### config.mk
export PLATFORM = sky130hd
export DESIGN_NAME = capacitive_sense_control
export DESIGN_NICKNAME = d
export VERILOG_FILES = /design/src/rtl/cap_sense_pkg.sv /design/src/rtl/capacitive_sense_control.sv
export SDC_FILE = /design/constraint.sdc
export NUM_CORES = 1
export LEC_CHECK = 0
export BUFFER_PORTS_ARGS = -buffer_cell sky130_fd_sc_hd__buf_2
export CORE_UTILIZATION = 50
export CTS_BUF_LIST = sky130_fd_sc_hd__clkbuf_2
export DETAILED_ROUTE_END_ITERATION = 7
export PLACE_DENSITY = 0.72
export SLEW_MARGIN = 15
export SYNTH_ARGS = -nofsm -noshare
export SYNTH_HDL_FRONTEND = slang
export SYNTH_SLANG_ARGS = --single-unit
### constraint.sdc
create_clock -name core_clk -period 4.2 [get_ports core_clk]
set_input_delay 0.84 -clock core_clk [delete_from_list [all_inputs] [get_ports core_clk]]
set_output_delay 0.84 -clock core_clk [all_outputs]
set_load 0.1 [all_outputs]
### src/rtl/cap_sense_pkg.sv
// constants and carrier types for the capacitive sense control block
package cap_sense_pkg;
    // register byte addresses on the bus (word index times four)
    localparam logic [3:0] ADDR_CTRL_MAIN   = 4'h0;
    localparam logic [3:0] ADDR_CHAN_SEL    = 4'h4;
    localparam logic [3:0] ADDR_TIMER_CTRL  = 4'h8;
    localparam logic [3:0] ADDR_TIMER0_CNT  = 4'hC;
    localparam logic [3:0] ADDR_TIMER1_CNT  = 4'h0;
    localparam logic [4:0] ADDR_TIMER1_FULL = 5'h10;
    localparam logic [4:0] ADDR_SLEEP       = 5'h14;
    // field positions in sense_control_main
    localparam int BIT_ENABLE     = 7;
    localparam int BIT_RANGE_LO   = 2;
    localparam int BIT_DIRECTION  = 1;
    localparam int BIT_T0_EXT_SEL = 0;
    // field positions in the timer control register
    localparam int BIT_T0_SRC     = 0;
    localparam int BIT_T1_SRC_LO  = 1;
    localparam int BIT_T1_ON      = 3;
    localparam int BIT_T1_GATE_EN = 4;
    localparam int BIT_T1_TOGGLE  = 5;
    localparam int BIT_T1_GSRC_LO = 6;
    // reset values
    localparam logic [7:0]  RESET_BYTE   = 8'h00;
    localparam logic [15:0] RESET_COUNT  = 16'h0000;
    // decoded codes
    localparam logic [1:0] T1_SRC_SENSE  = 2'h3;
    localparam logic [1:0] GSRC_PIN      = 2'h0;
    localparam logic [1:0] GSRC_T0_OVF   = 2'h1;
    localparam int         NUM_CHANNELS  = 16;

    typedef enum logic [1:0] {
        RANGE_OFF,
        RANGE_LOW,
        RANGE_MEDIUM,
        RANGE_HIGH
    } osc_range_t;

    // outputs toward the analogue front end
    typedef struct packed {
        logic        powered;
        osc_range_t  range;
        logic [15:0] channel_onehot;
    } analog_ctrl_t;
endpackage

### src/rtl/capacitive_sense_control.sv
// capacitive sense control: registers, channel routing and timer clocking
// Summary of operation
// [RULE1] enable bit powers the sensing module; clear shuts it down.
// [RULE2] while disabled, channel field ignored and no input connected.
// [RULE3] enabled: 4-bit channel field routes input 0 to 15.
// [RULE4] small variant: upper eight codes select nothing, top bit reads zero; here the top bit is masked off, so those codes select inputs 0 to 7.
// [RULE5] range field: 00 off, 01 low, 10 medium, 11 high current.
// [RULE6] read-only status bit: one while sourcing, zero while sinking.
// [RULE7] external Timer0 clock: select bit picks oscillator or clock pin.
// [RULE8] internal Timer0 clock counts instruction clock, select bit ignored.
// [RULE9] Timer1 source code 11 clocks Timer1 from the oscillator.
// [RULE10] Timer1 off unless on; gated counting when gate enable set.
// [RULE11] channel change while enabled moves oscillator immediately.
// [RULE12] oscillator-clocked timer advances once per oscillator cycle.
// [RULE13] oscillator keeps running in sleep while module enabled.
// [RULE14] Timer0 does not count during sleep.
// [RULE15] window must come from a timer other than the counted one.
// [RULE16] recommended window: Timer1 gate toggle from Timer0 overflow.
// [RULE17] unused upper control bits read zero.
// [RULE18] gate toggle flip-flop inverts on each rising gate-source edge.
// [RULE19] gate source 01 takes the Timer0 overflow.
// [RULE20] all writable fields clear on reset.
// [RULE21] oscillator output synchronised before use.
//
// The Avalon-MM slave port and the placing of the registers were chosen for this implementation.
`timescale 1ns/1ps
`default_nettype none
module capacitive_sense_control #(
    parameter bit SMALL_PACKAGE = 1'b0
) (
    input  wire logic                        core_clk,
    input  wire logic                        reset,
    input  wire logic [4:0]                  avs_address,
    input  wire logic                        avs_read,
    input  wire logic                        avs_write,
    input  wire logic [31:0]                 avs_writedata,
    output logic      [31:0]                 avs_readdata,
    output logic                             avs_waitrequest,
    input  wire logic                        osc_out,
    input  wire logic                        timer0_clock_pin,
    input  wire logic                        timer1_gate_pin,
    input  wire logic                        instr_tick,
    output cap_sense_pkg::analog_ctrl_t      analog_ctrl,
    output logic                             timer0_overflow
);
    import cap_sense_pkg::*;

    // ==================================================================
    // overview
    // the block holds the two sense control registers, a timer control
    // register, a sleep bit and the two counters that the oscillator can
    // clock. everything runs on core_clk; the oscillator, the Timer0 clock
    // pin, the Timer1 gate pin and the instruction tick all arrive from
    // outside this clock domain and pass two flip-flops first.
    // counting happens on synchronised rising edges of the oscillator, so
    // the oscillator must run well below half of core_clk or edges merge
    // and the count reads low. that limit is the price of keeping a single
    // clock domain in place of a counter clocked by the oscillator itself.
    // the analogue controls are registered, so a field write reaches the
    // front end one edge after the write edge, never part-way through.
    // software sees every register in the low bits of a 32-bit word; the
    // unused upper bits always read zero and ignore writes.
    // the measurement window is the business of software: it must come
    // from a timer other than the one that the oscillator is clocking.

    // ==================================================================
    // register state
    logic [7:0]  main_reg;
    logic [3:0]  chan_reg;
    logic [7:0]  tctrl_reg;
    logic        sleep_reg;
    logic [7:0]  t0_count_reg;
    logic [15:0] t1_count_reg;
    logic        gate_toggle_reg;
    logic        answer_pending_reg;
    logic        waitrequest_reg;
    logic [31:0] readdata_reg;
    analog_ctrl_t analog_reg;
    logic        t0_ovf_reg;

    // ==================================================================
    // synchronisers and edge detection
    logic [1:0] osc_sync_reg;
    logic [1:0] pin_sync_reg;
    logic [1:0] gpin_sync_reg;
    logic [1:0] tick_sync_reg;
    logic       osc_prev_reg;
    logic       pin_prev_reg;
    logic       gsrc_prev_reg;

    // two stages per asynchronous input
    // only the second stage is ever read by logic; the first stage may be
    // metastable and must not fan out. the stages carry no reset because
    // reset is held long enough for them to flush before use.
    always_ff @(posedge core_clk) begin
        osc_sync_reg  <= {osc_sync_reg[0], osc_out};        // see [RULE21]
        pin_sync_reg  <= {pin_sync_reg[0], timer0_clock_pin};
        gpin_sync_reg <= {gpin_sync_reg[0], timer1_gate_pin};
        tick_sync_reg <= {tick_sync_reg[0], instr_tick};
        osc_prev_reg  <= osc_sync_reg[1];
        pin_prev_reg  <= pin_sync_reg[1];
    end

    wire osc_level = osc_sync_reg[1];
    wire osc_rise  = osc_level & ~osc_prev_reg;             // see [RULE12]
    wire pin_rise  = pin_sync_reg[1] & ~pin_prev_reg;
    wire tick      = tick_sync_reg[1];

    // ==================================================================
    // field decode
    // every field is a named slice of its register, so the decode takes its
    // bit positions from the package and the counters read plain single wires.
    wire       enable     = main_reg[BIT_ENABLE];
    wire [1:0] range_fld  = main_reg[BIT_RANGE_LO +: 2];
    wire       t0_ext_sel = main_reg[BIT_T0_EXT_SEL];
    wire       t0_src     = tctrl_reg[BIT_T0_SRC];
    wire [1:0] t1_src     = tctrl_reg[BIT_T1_SRC_LO +: 2];
    wire       t1_on      = tctrl_reg[BIT_T1_ON];
    wire       t1_gate_en = tctrl_reg[BIT_T1_GATE_EN];
    wire       t1_toggle  = tctrl_reg[BIT_T1_TOGGLE];
    wire [1:0] t1_gsrc    = tctrl_reg[BIT_T1_GSRC_LO +: 2];
    // oscillator runs only with module on and a nonzero range
    wire       osc_active = enable & (range_fld != 2'h0);   // see [RULE13]
    wire       osc_step   = osc_active & osc_rise;
    // small package keeps the top channel bit at zero
    wire [3:0] chan_mask  = SMALL_PACKAGE ? 4'h7 : 4'hF;    // see [RULE4]

    // ==================================================================
    // channel routing, one-hot per input
    // with the module off every select line stays low, whatever code sits
    // in the channel register; with it on exactly one line is high, so
    // two pads are never joined through the input switches.
    logic [15:0] onehot_next;
    genvar ch;
    generate
        for (ch = 0; ch < NUM_CHANNELS; ch++) begin : g_chan
            assign onehot_next[ch] = enable && (chan_reg == 4'(ch)); // see [RULE2] [RULE3]
        end
    endgenerate

    // ==================================================================
    // Timer0 clocking
    // external source picks oscillator or pin; internal counts ticks
    wire t0_ext_step = t0_ext_sel ? osc_step : pin_rise;    // see [RULE7]
    wire t0_step     = (t0_src ? t0_ext_step : tick)        // see [RULE8]
                       & ~sleep_reg;                        // see [RULE14]

    // ==================================================================
    // Timer1 clocking and gate
    // in toggle mode the gate flip-flop flips on every rising edge of the
    // gate source, so one source period becomes one counting window.
    // outside toggle mode the gate is the source level, active high.
    wire t1_step_src = (t1_src == T1_SRC_SENSE) ? osc_step : tick; // see [RULE9]
    wire gsrc_level  = (t1_gsrc == GSRC_T0_OVF) ? t0_ovf_reg       // see [RULE19]
                     : gpin_sync_reg[1];
    wire gsrc_rise   = gsrc_level & ~gsrc_prev_reg;
    wire gate_open   = t1_toggle ? gate_toggle_reg : gsrc_level;
    wire t1_run      = t1_on & (~t1_gate_en | gate_open);   // see [RULE10]
    wire t1_step     = t1_run & t1_step_src;

    // ==================================================================
    // bus decode
    wire access     = avs_read | avs_write;
    wire take       = access & answer_pending_reg;
    wire wr         = avs_write & take;
    wire [4:0] addr = avs_address;
    wire wr_main    = wr && (addr == {1'b0, ADDR_CTRL_MAIN});
    wire wr_chan    = wr && (addr == {1'b0, ADDR_CHAN_SEL});
    wire wr_tctrl   = wr && (addr == {1'b0, ADDR_TIMER_CTRL});
    wire wr_t0      = wr && (addr == {1'b0, ADDR_TIMER0_CNT});
    wire wr_t1      = wr && (addr == ADDR_TIMER1_FULL);
    wire wr_sleep   = wr && (addr == ADDR_SLEEP);
    // unimplemented bits read zero; status bit is live
    wire [7:0] main_view = {main_reg[7], 3'h0, main_reg[3:2], // see [RULE17]
                            osc_level & osc_active, main_reg[0]}; // see [RULE6]
    logic [31:0] rd_mux;
    always_comb begin
        unique case (addr)
            {1'b0, ADDR_CTRL_MAIN}:  rd_mux = {24'h000000, main_view};
            {1'b0, ADDR_CHAN_SEL}:   rd_mux = {28'h0000000, chan_reg};
            {1'b0, ADDR_TIMER_CTRL}: rd_mux = {24'h000000, tctrl_reg};
            {1'b0, ADDR_TIMER0_CNT}: rd_mux = {24'h000000, t0_count_reg};
            ADDR_TIMER1_FULL:        rd_mux = {16'h0000, t1_count_reg};
            ADDR_SLEEP:              rd_mux = {31'h00000000, sleep_reg};
            default:                 rd_mux = 32'h00000000;
        endcase
    end

    // ==================================================================
    // bus handshake: one wait cycle then the answer
    // read data is captured in the wait cycle and stands through the
    // answer cycle; waitrequest is its own flop so the port has no logic
    // between the register and the pin.
    wire answer_next = access & ~answer_pending_reg;
    always_ff @(posedge core_clk) begin
        if (reset) begin
            answer_pending_reg <= 1'b0;
            waitrequest_reg    <= 1'b1;
            readdata_reg       <= 32'h00000000;
        end else begin
            answer_pending_reg <= answer_next;
            waitrequest_reg    <= ~answer_next;
            if (access & ~answer_pending_reg) begin
                readdata_reg <= rd_mux;
            end
        end
    end

    // control registers
    // writes land at the edge that ends the answer cycle; the status bit
    // and the unused bits are never stored, so they cannot be written.
    always_ff @(posedge core_clk) begin
        if (reset) begin
            main_reg  <= RESET_BYTE;                        // see [RULE20]
            chan_reg  <= 4'h0;
            tctrl_reg <= RESET_BYTE;
            sleep_reg <= 1'b0;
        end else begin
            if (wr_main) begin
                main_reg <= {avs_writedata[7], 3'h0, avs_writedata[3:2], 1'b0,
                             avs_writedata[0]};             // see [RULE1] [RULE5]
            end
            if (wr_chan) begin
                chan_reg <= avs_writedata[3:0] & chan_mask; // see [RULE4]
            end
            if (wr_tctrl) begin
                tctrl_reg <= avs_writedata[7:0];
            end
            if (wr_sleep) begin
                sleep_reg <= avs_writedata[0];
            end
        end
    end

    // Timer0 counter with overflow pulse
    // a software write beats an increment in the same cycle; the overflow
    // pulse lasts one cycle and feeds the Timer1 gate source selector.
    always_ff @(posedge core_clk) begin
        if (reset) begin
            t0_count_reg <= RESET_BYTE;
            t0_ovf_reg   <= 1'b0;
        end else begin
            t0_ovf_reg <= t0_step && (t0_count_reg == 8'hFF);
            if (wr_t0) begin
                t0_count_reg <= avs_writedata[7:0];
            end else if (t0_step) begin
                t0_count_reg <= t0_count_reg + 8'h01;
            end
        end
    end

    // gate toggle flip-flop, cleared when toggle mode is off
    always_ff @(posedge core_clk) begin
        if (reset) begin
            gsrc_prev_reg   <= 1'b0;
            gate_toggle_reg <= 1'b0;
        end else begin
            gsrc_prev_reg <= gsrc_level;
            if (!t1_toggle) begin
                gate_toggle_reg <= 1'b0;
            end else if (gsrc_rise) begin
                gate_toggle_reg <= ~gate_toggle_reg;        // see [RULE18] [RULE16]
            end
        end
    end

    // Timer1 counter, one count per source step
    // keeps counting in sleep, which is what lets a measurement run while
    // the core is asleep; a write beats an increment in the same cycle.
    always_ff @(posedge core_clk) begin
        if (reset) begin
            t1_count_reg <= RESET_COUNT;
        end else if (wr_t1) begin
            t1_count_reg <= avs_writedata[15:0];
        end else if (t1_step) begin
            t1_count_reg <= t1_count_reg + 16'h0001;        // see [RULE12] [RULE15]
        end
    end

    // analogue controls follow the fields on the next edge
    always_ff @(posedge core_clk) begin
        if (reset) begin
            analog_reg <= '0;
        end else begin
            analog_reg.powered        <= enable;            // see [RULE1]
            analog_reg.range          <= enable ? osc_range_t'(range_fld) : RANGE_OFF;
            analog_reg.channel_onehot <= onehot_next;       // see [RULE11]
        end
    end

    assign avs_readdata    = readdata_reg;
    // ==================================================================
    // outputs, each straight from its flop
    assign avs_waitrequest = waitrequest_reg;
    assign analog_ctrl     = analog_reg;
    assign timer0_overflow = t0_ovf_reg;
endmodule
`default_nettype wire

## Word level (Yosys, flattened, before mapping)

Cells that the tools add are included.

- Flip-flop bits (word level): 107
- Bits in latches: 0
- Memory bits (writable): 0
- Bits in read-only memories: 0
- Output and inout bits: 53
- Logic and storage cells: 110
- Memories: 0

- Add/subtract/negate cells: 2
- $mul: 0
- Divide/modulo/power cells: 0
- $lt $le $gt $ge: 0
- Equality and inequality tests: 23
- Shifts and indexed selects: 0
- Mux-type cells: 10
- Bitwise operators: 24
- Reduce and logical (&&, ||, !) cells: 30

Operators with widths:

| cell | number |
|---|---|
| case mux 16 bit (6 select lines) | 1 |
| == test 4 bit, second input constant | 8 |
| two-way mux 16 bit | 2 |
| logical AND 1 bit | 23 |
| adder 16 x 1 -> 16 bit, second input constant | 1 |
| == test 4 x 3 -> 1 bit, second input constant | 4 |
| two-way mux 8 bit | 2 |
| AND 1 bit | 12 |
| == test 5 x 4 -> 1 bit, second input constant | 2 |
| == test 5 bit, second input constant | 2 |
| NOT 1 bit | 10 |
| adder 8 x 1 -> 8 bit, second input constant | 1 |
| == test 4 x 2 -> 1 bit, second input constant | 2 |
| == test 8 bit, second input constant | 1 |
| nonzero test 2 bit | 3 |
| == test 5 x 3 -> 1 bit, second input constant | 1 |
| zero test 5 bit | 1 |
| two-way mux 1 bit | 5 |
| == test 4 x 1 -> 1 bit, second input constant | 1 |
| zero test 4 bit | 1 |
| OR reduction 2 bit | 2 |
| == test 2 x 1 -> 1 bit, second input constant | 1 |
| == test 2 bit, second input constant | 1 |
| OR 1 bit | 2 |

## Logic depth before layout (Yosys ltp)

Gate-level depths: netlist of the first run.

- Depth in word-level cells: 8
- Depth in mapped cells: 7
- Gate-level depth less buffers: 5

## Least setup slack after synthesis of the first run

Ideal clock, no wire load.

- Kind: input -> register
- Start: input avs_address[1]
- End: register t0_count_reg[6]
- Setup time: 0.138 ns
- Arrival time: 2.230 ns
- Slack: 1.833 ns
- Stages: 6
- Path buffers: 1
- Cell sequence: or3b_2 > nor3b_4 > nand3_2 > clkbuf_1 > nor2_1 > a211oi_1

- Longest elaborated chain between the ends: 3

Ends and longest elaborated chain:

| element | line | RTL |
|---|---|---|
| start: declaration | capacitive_sense_control.sv:33 | `input wire logic [4:0] avs_address,` |
| == test 5 x 4 -> 1 bit * | capacitive_sense_control.sv:170 | `wire wr_t0 = wr && (addr == {1'b0, ADDR_TIMER0_CNT});` |
| logical AND 1 bit * | capacitive_sense_control.sv:170 |  |
| two-way mux 8 bit / nonzero test 2 bit (equally long branches) | - |  |
| end signal: assignment | capacitive_sense_control.sv:245 | `t0_count_reg <= avs_writedata[7:0];` |
| end signal: assignment | capacitive_sense_control.sv:247 | `t0_count_reg <= t0_count_reg + 8'h01;` |
| end: declaration | capacitive_sense_control.sv:72 | `logic [7:0] t0_count_reg;` |

Mark *: on every way between the ends. The rest lies on a longest branch, timed or not.
A chain may end at the register's enable or synchronous reset.

## Final worst setup path of the first run

- Start: register tctrl_reg[6]
- End: register t1_count_reg[10]

- Longest elaborated chain between the ends: 7

Ends and longest elaborated chain:

| element | line | RTL |
|---|---|---|
| start: declaration | capacitive_sense_control.sv:70 | `logic [7:0] tctrl_reg;` |
| start signal: assignment | capacitive_sense_control.sv:227 | `tctrl_reg <= avs_writedata[7:0];` |
| == test 2 x 1 -> 1 bit | capacitive_sense_control.sv:154 | `wire gsrc_level = (t1_gsrc == GSRC_T0_OVF) ? t0_ovf_reg` |
| two-way mux 1 bit | capacitive_sense_control.sv:154 |  |
| two-way mux 1 bit | capacitive_sense_control.sv:157 | `wire gate_open = t1_toggle ? gate_toggle_reg : gsrc_level;` |
| OR 1 bit | capacitive_sense_control.sv:158 | `wire t1_run = t1_on & (~t1_gate_en \| gate_open);` |
| AND 1 bit | capacitive_sense_control.sv:158 |  |
| AND 1 bit | capacitive_sense_control.sv:159 | `wire t1_step = t1_run & t1_step_src;` |
| nonzero test 2 bit (no line) | - |  |
| end signal: assignment | capacitive_sense_control.sv:274 | `t1_count_reg <= avs_writedata[15:0];` |
| end signal: assignment | capacitive_sense_control.sv:276 | `t1_count_reg <= t1_count_reg + 16'h0001;` |
| end: declaration | capacitive_sense_control.sv:73 | `logic [15:0] t1_count_reg;` |

No other way between the ends.

==> impl_metrics.toml, run 1 <==
[floorplan]
coreArea_um2 = 7370
start_util_pct = 52.61
die_y_um = 90.06
io_pins = 98
die_x_um = 90.06
die_area_um2 = 8111
rows = 31

[clock_network]
ctsHoldBuffers = 0
cts_buffers = 9
htree_levels = 3
clock_sinks = 91
cts_tree = "done"
post-cts-setup-buffers = 0
insertion_delay_ps = 560
ctsLongestPathBuffers = 2
post_cts_resized = 0
clk_pin_slew_ps = 250
root_buffer = "clkbuf_2"

[yosys]
ys_ff_latch = 91
postSynthAreaPerCell_um2 = 9.742
synth_area_leader_cell = "dfxtp_1"
synth_flop_cell = "dfxtp_1"
ys_warn_count = 0
synth_edf_count = 0
async_reset_ff_share_pct = 0
synth_most_common_cell = "dfxtp_1"
syn_area_um2 = 3877
yosys.cell_types.count = 52
ys_seq_area_share_pct = 46.98
synth_top_area_share_pct = 46.98
yosys-top-cells-area = "dfxtp_1 (47%), mux2i_1 (6.2%), nor2_1 (5.8%)"
ys_top_cells_by_count = "dfxtp_1 (91), nor2_1 (60), mux2i_1 (24)"
netlist_instances = 398

[global_routing]
gr-total-overflow = 0
antenna_found_initial = 0
grt_pass1_vias = 2787
grt_usage_pct = 21.13
grt_max_degree = 48
grt_pass1_wl_mm = 13.61

[timing]
fin_worst_skew_ps = 25.91
finalHoldViolCount = 0
min_period_ps = 2347
post-route-period-util_pct = 55.89
worstMarginPinSlew_ps = 972.7
fmax_mhz = 426.0
drv_slew = 0
worst_slack_ps = 1853
relSlewSlack_pct = 34.92
finalSetupViolCount = 0
rsz0062_at_grt = "false"
setup_tns_ps = 0

[routing]
dr.pass1.iters = 4
drtIter0Drc = 222
antenna_left = 0
vias = 2997
wirelength_mm = 8.169
viasPerCell = 5.361
drc = 0
wl_per_cell_um = 14.61

[final_layout]
multiInputGateArea_um2 = 1898
area_growth_pct = 11.33
largest_register_ffs = 19
num-nets-final = 502
antenna_cells = 0
fin_area_um2 = 4317
regArea_um2 = 1822
drive_gt1_share_pct = 21.09
fill_cells = 668

[run]
cap_violations = 0

[power]
combPwrFrac_pct = 8.8
power.density_nw_per_um2 = 338.4
switching_share_pct = 28.84
power.internal_mw = 1.039
p_clk_share_pct = 30.6
worst_ir_drop_vdd_uv = 161.3
switchingPower_mw = 0.4213
seqPwrFrac_pct = 60.7
leakagePower_nw = 1.792

[worst_setup_path]
crit_chain = "nor2b_1 > and3b_1 > o211ai_1 > or4_1 > a311oi_1"
path_class = "reg2reg"
arrival_ps = 2840
cp_slowest_cell = "or4_1"
cpPeakStageDelay_ps = 520
cp_max_fo = 10
cp-start-kind = "flip-flop"
cp-end-kind = "flip-flop"
worstPathRequired_ps = 4700

[placement]
io_buffers = 65
hpwlAfterDp_mm = 5.884
place_ws_ps = 1461
gp_congestion = 0.8297
placed_area_um2 = 4195

[outcome]
outcome = "finished, final reports clean"

[min_path]
hold_path.class = "reg2reg"
==> cells by family (layout without fill, tap and decap cells) <==
kind of cell	Yosys count	in the layout	synth area share, %
other	1	16	0.09671
flip-flops	91	91	46.98
XOR/XNOR	17	17	3.840
adder cells (fa/ha/maj)	2	2	0.6453
multiplexers	24	24	6.196
buffers and inverters	40	87	5.518
AND/OR/NAND/NOR	147	147	19.72
AO/OA/AOI/OAI	76	76	17.01
==> worst max-delay path, delay by kind of cell (launching register included) <==
kind | cells | cell delay, ps
AOI/OAI and AO/OA | 2 | 510
DFF | 1 | 430
and+or+nand+nor | 3 | 1350
==> layer usage <==
| metal | wire (um) | track usage (%) | up-vias |
|---|---|---|---|
| li1 | - | - | 1530 |
| met1 | 4130 | 30.07 | 1374 |
| met2 | 3574 | 31.81 | 81 |
| met3 | 340 | 4.230 | 12 |
| met4 | 123 | 7.124 | 0 |
| met5 | 0 | 0 | - |
==> area by class of cell <==
class | instances | area share [%]
Clock inverter | 7 | 1.768
Tap cell | 99 | 2.870
Clock buffer | 9 | 1.043
Sequential cell | 91 | 42.20
Timing Repair Buffer | 66 | 7.710
Inverter | 5 | 0.4348
Multi-Input combinational cell | 282 | 43.97
==> final timing paths <==
kind	start	slack, ps	endpoint	cells past startpoint
max	tctrl_reg[6]	1850	t1_count_reg[10]	5
min	tick_sync_reg[0]	350	tick_sync_reg[1]	0
max reg2reg	tctrl_reg[6]	1850	t1_count_reg[10]	5
min reg2reg	tick_sync_reg[0]	350	tick_sync_reg[1]	0
==> power by group through the flow <==
stage	logic [mW]	registers (mW)	clock network [mW]
floorplan	0.109	0.904	0
global placement	0.127	0.902	0
detailed placement	0.128	0.902	0
CTS	0.128	0.886	0.452
global route	0.135	0.889	0.486
finish	0.128	0.886	0.447
==> placed cells by master (no fill, tap or decap), types with 9 or more instances in the layout <==
master    instances
clkbuf_2          9
buf_2            65
nor2_1           60
conb_1           16
a22o_1           16
xor2_1           10
nand2_1          18
nor3_1           10
mux2i_1          24
dfxtp_1          91
a211oi_1         19
==> through the flow <==
stage               total power, mW  hold slack [ps]  utilization [%]  std cells
detailed placement            1.030            312.1            56.93        543
CTS                           1.466            345.5            58.57        559
global route                  1.510            331.4            58.57        559
global placement              1.029            310.3            56.93        543
finish                        1.461            349.2            58.57        559
floorplan                     1.013            309.6                -        413
No activity file was read; power rests on OpenSTA's default activity.
==> inputs of run 2 (changes only) <==
Settings changed: ABC_AREA set to 1, PLACE_DENSITY 0.72 to 0.71.
Clock period 4.2 ns to 2.43 ns, I/O delays scaled along.
==> impl_metrics.toml, run 2 <==
[yosys]
synth_most_common_cell = "nand2_1"
synth_edf_count = 0
async_reset_ff_share_pct = 0
synth_flop_cell = "dfxtp_1"
synth_area_leader_cell = "dfxtp_1"
yosys-top-cells-area = "dfxtp_1 (43%), nand2_1 (15%), nor2_1 (6.7%)"
postSynthAreaPerCell_um2 = 6.936
netlist_instances = 613
ys_top_cells_by_count = "nand2_1 (166), dfxtp_1 (91), nor2_1 (76)"
syn_area_um2 = 4252
ys_seq_area_share_pct = 42.85
yosys.cell_types.count = 30
ys_warn_count = 0
synth_top_area_share_pct = 42.85
ys_ff_latch = 91

[placement]
hpwlAfterDp_mm = 7.603
placed_area_um2 = 4602
placedCellCount = 774
io_buffers = 65
gp_congestion = 0.8902

[floorplan]
die_x_um = 94.21
start_util_pct = 51.74
coreArea_um2 = 8217
rows = 33
die_area_um2 = 8876
die_y_um = 94.21
io_pins = 98

[timing]
setup_tns_ps = 0
post-route-period-util_pct = 76.92
finalHoldViolCount = 0
fmax_mhz = 535.0
worstMarginPinSlew_ps = 563.4
min_period_ps = 1869
fin_worst_skew_ps = 13.29
drv_slew = 0
rsz0062_at_grt = "false"
finalSetupViolCount = 0
relSlewSlack_pct = 62.30

[power]
total_power_mw = 2.670
leakagePower_nw = 2.240
power.density_nw_per_um2 = 558.1
worst_ir_drop_vdd_uv = 298.3

[worst_setup_path]
cp_slowest_cell = "buf_2"
worstPathRequired_ps = 1940
cp-start-kind = "flip-flop"
cp_max_fo = 2
rr_startpoint = "main_reg[7]"
arrival_ps = 1380
path_class = "reg2out"
path_delay_family = "buffers and inverters"
cpPeakStageDelay_ps = 430
cp-end-kind = "output port"
cp_num_buf_inv = 1
critPathLaunch = "avs_readdata[15]"
crit_chain = "buf_2"

[final_layout]
fin_area_um2 = 4785
antenna_cells = 0
layout_commonest_cell = "nand2_1"
fill_cells = 820
area_growth_pct = 12.54
num-nets-final = 731
final_cell_mix = "nand2_1 (166), dfxtp_1 (91), nor2_1 (76)"
instances_no_fill = 794
final_util_pct = 58.23
largest_register_ffs = 19
drive_gt1_share_pct = 14.95

[routing]
vias = 4036
viasPerCell = 5.083
drc = 0
drtIter0Drc = 180
wirelength_mm = 10.21
dr.pass1.iters = 5
wl_per_cell_um = 12.86
antenna_left = 0

[clock_network]
clock_sinks = 91
ctsLongestPathBuffers = 2
cts_buffers = 9
clk_pin_slew_ps = 240
insertion_delay_ps = 560
root_buffer = "clkbuf_2"
cts_tree = "done"
htree_levels = 3
post-cts-setup-buffers = 0

[run]
cap_violations = 0

[global_routing]
antenna_found_initial = 0
gr-total-overflow = 0
grt_usage_pct = 24.55
grt_max_degree = 20
grt_pass1_wl_mm = 16.77
grt_pass1_vias = 3625

[outcome]
outcome = "finished, final reports clean"

[min_path]
hold_path.class = "in2reg"
min_from = "avs_writedata[6]"
## run 2: cell count changes in the layout (fill, tap and decap cells not counted), sizes merged, moves of 7 or more
cell,previous run,this run
a211oi,19,0
a21oi,1,38
a22o,16,0
inv,6,73
mux2i,24,0
nand2,18,168
nand3,10,54
nor2,60,83
nor3,12,0
o21ai,7,48
xnor2,7,0
## run 2: layout make-up
type | count | area [um^2] | share of cell area, %
Timing Repair Buffer | 75 | 410.4 | 8.577
Clock buffer | 9 | 45.04 | 0.9414
Clock inverter | 7 | 97.59 | 2.040
Tap cell | 105 | 131.4 | 2.746
Sequential cell | 91 | 1822 | 38.08
Multi-Input combinational cell | 437 | 2016 | 42.13
Inverter | 70 | 262.8 | 5.492
## run 2: logic make-up after synthesis
kind of cell | Yosys count | share of synthesized area, %
simple gates | 318 | 32.61
fa+ha+maj | 2 | 0.5885
flops | 91 | 42.85
xor+xnor | 4 | 0.8239
compound gates | 97 | 11.98
buf+inv | 100 | 11.07
other cells | 1 | 0.08820
## run 2: final timing paths
| check | slack, ps | to | depth (start not counted) |
|---|---|---|---|
| setup / recovery | 560 | avs_readdata[15] | 1 |
| hold / removal | 200 | tctrl_reg[6] | 3 |
| setup reg to reg | 690 | t0_count_reg[2] | 8 |
| hold reg to reg | 340 | pin_sync_reg[1] | 0 |
## run 2: power breakdown
part | switching [mW] | leakage [nW] | internal [mW]
combinational | 0.214 | 1.42 | 0.0481
sequential | 0.00954 | 0.738 | 1.52
clock | 0.535 | 0.0810 | 0.348
total | 0.758 | 2.24 | 1.91
## run 2: layer usage
layer,routed length [um],track usage [%],part of all wire [%],vias up
li1,-,-,-,2070
met1,4631,30.98,45,1816
met2,4681,40.64,46,133
met3,729,5.825,7.1,17
met4,171,8.462,1.7,0
met5,0,0,0,-
## run 2: per-stage QoR
| stage | setup slack (ps) | hold WS (ps) |
|---|---|---|
| 2_1_floorplan | 522.9 | 309.6 |
| 3_3_place_gp | 545.8 | 311.6 |
| 3_5_place_dp | 522.4 | 313.8 |
| 4_1_cts | 525.2 | 174.3 |
| 5_1_grt | 460.3 | 168.9 |
| 6_report | 560.8 | 202.5 |
## run 2: what timing repair did
action	in CTS	in global routing
endpoints found under the setup margin	0	0
hold buffers	4	0
endpoints found under the hold margin	4	0
resized for setup	0	0
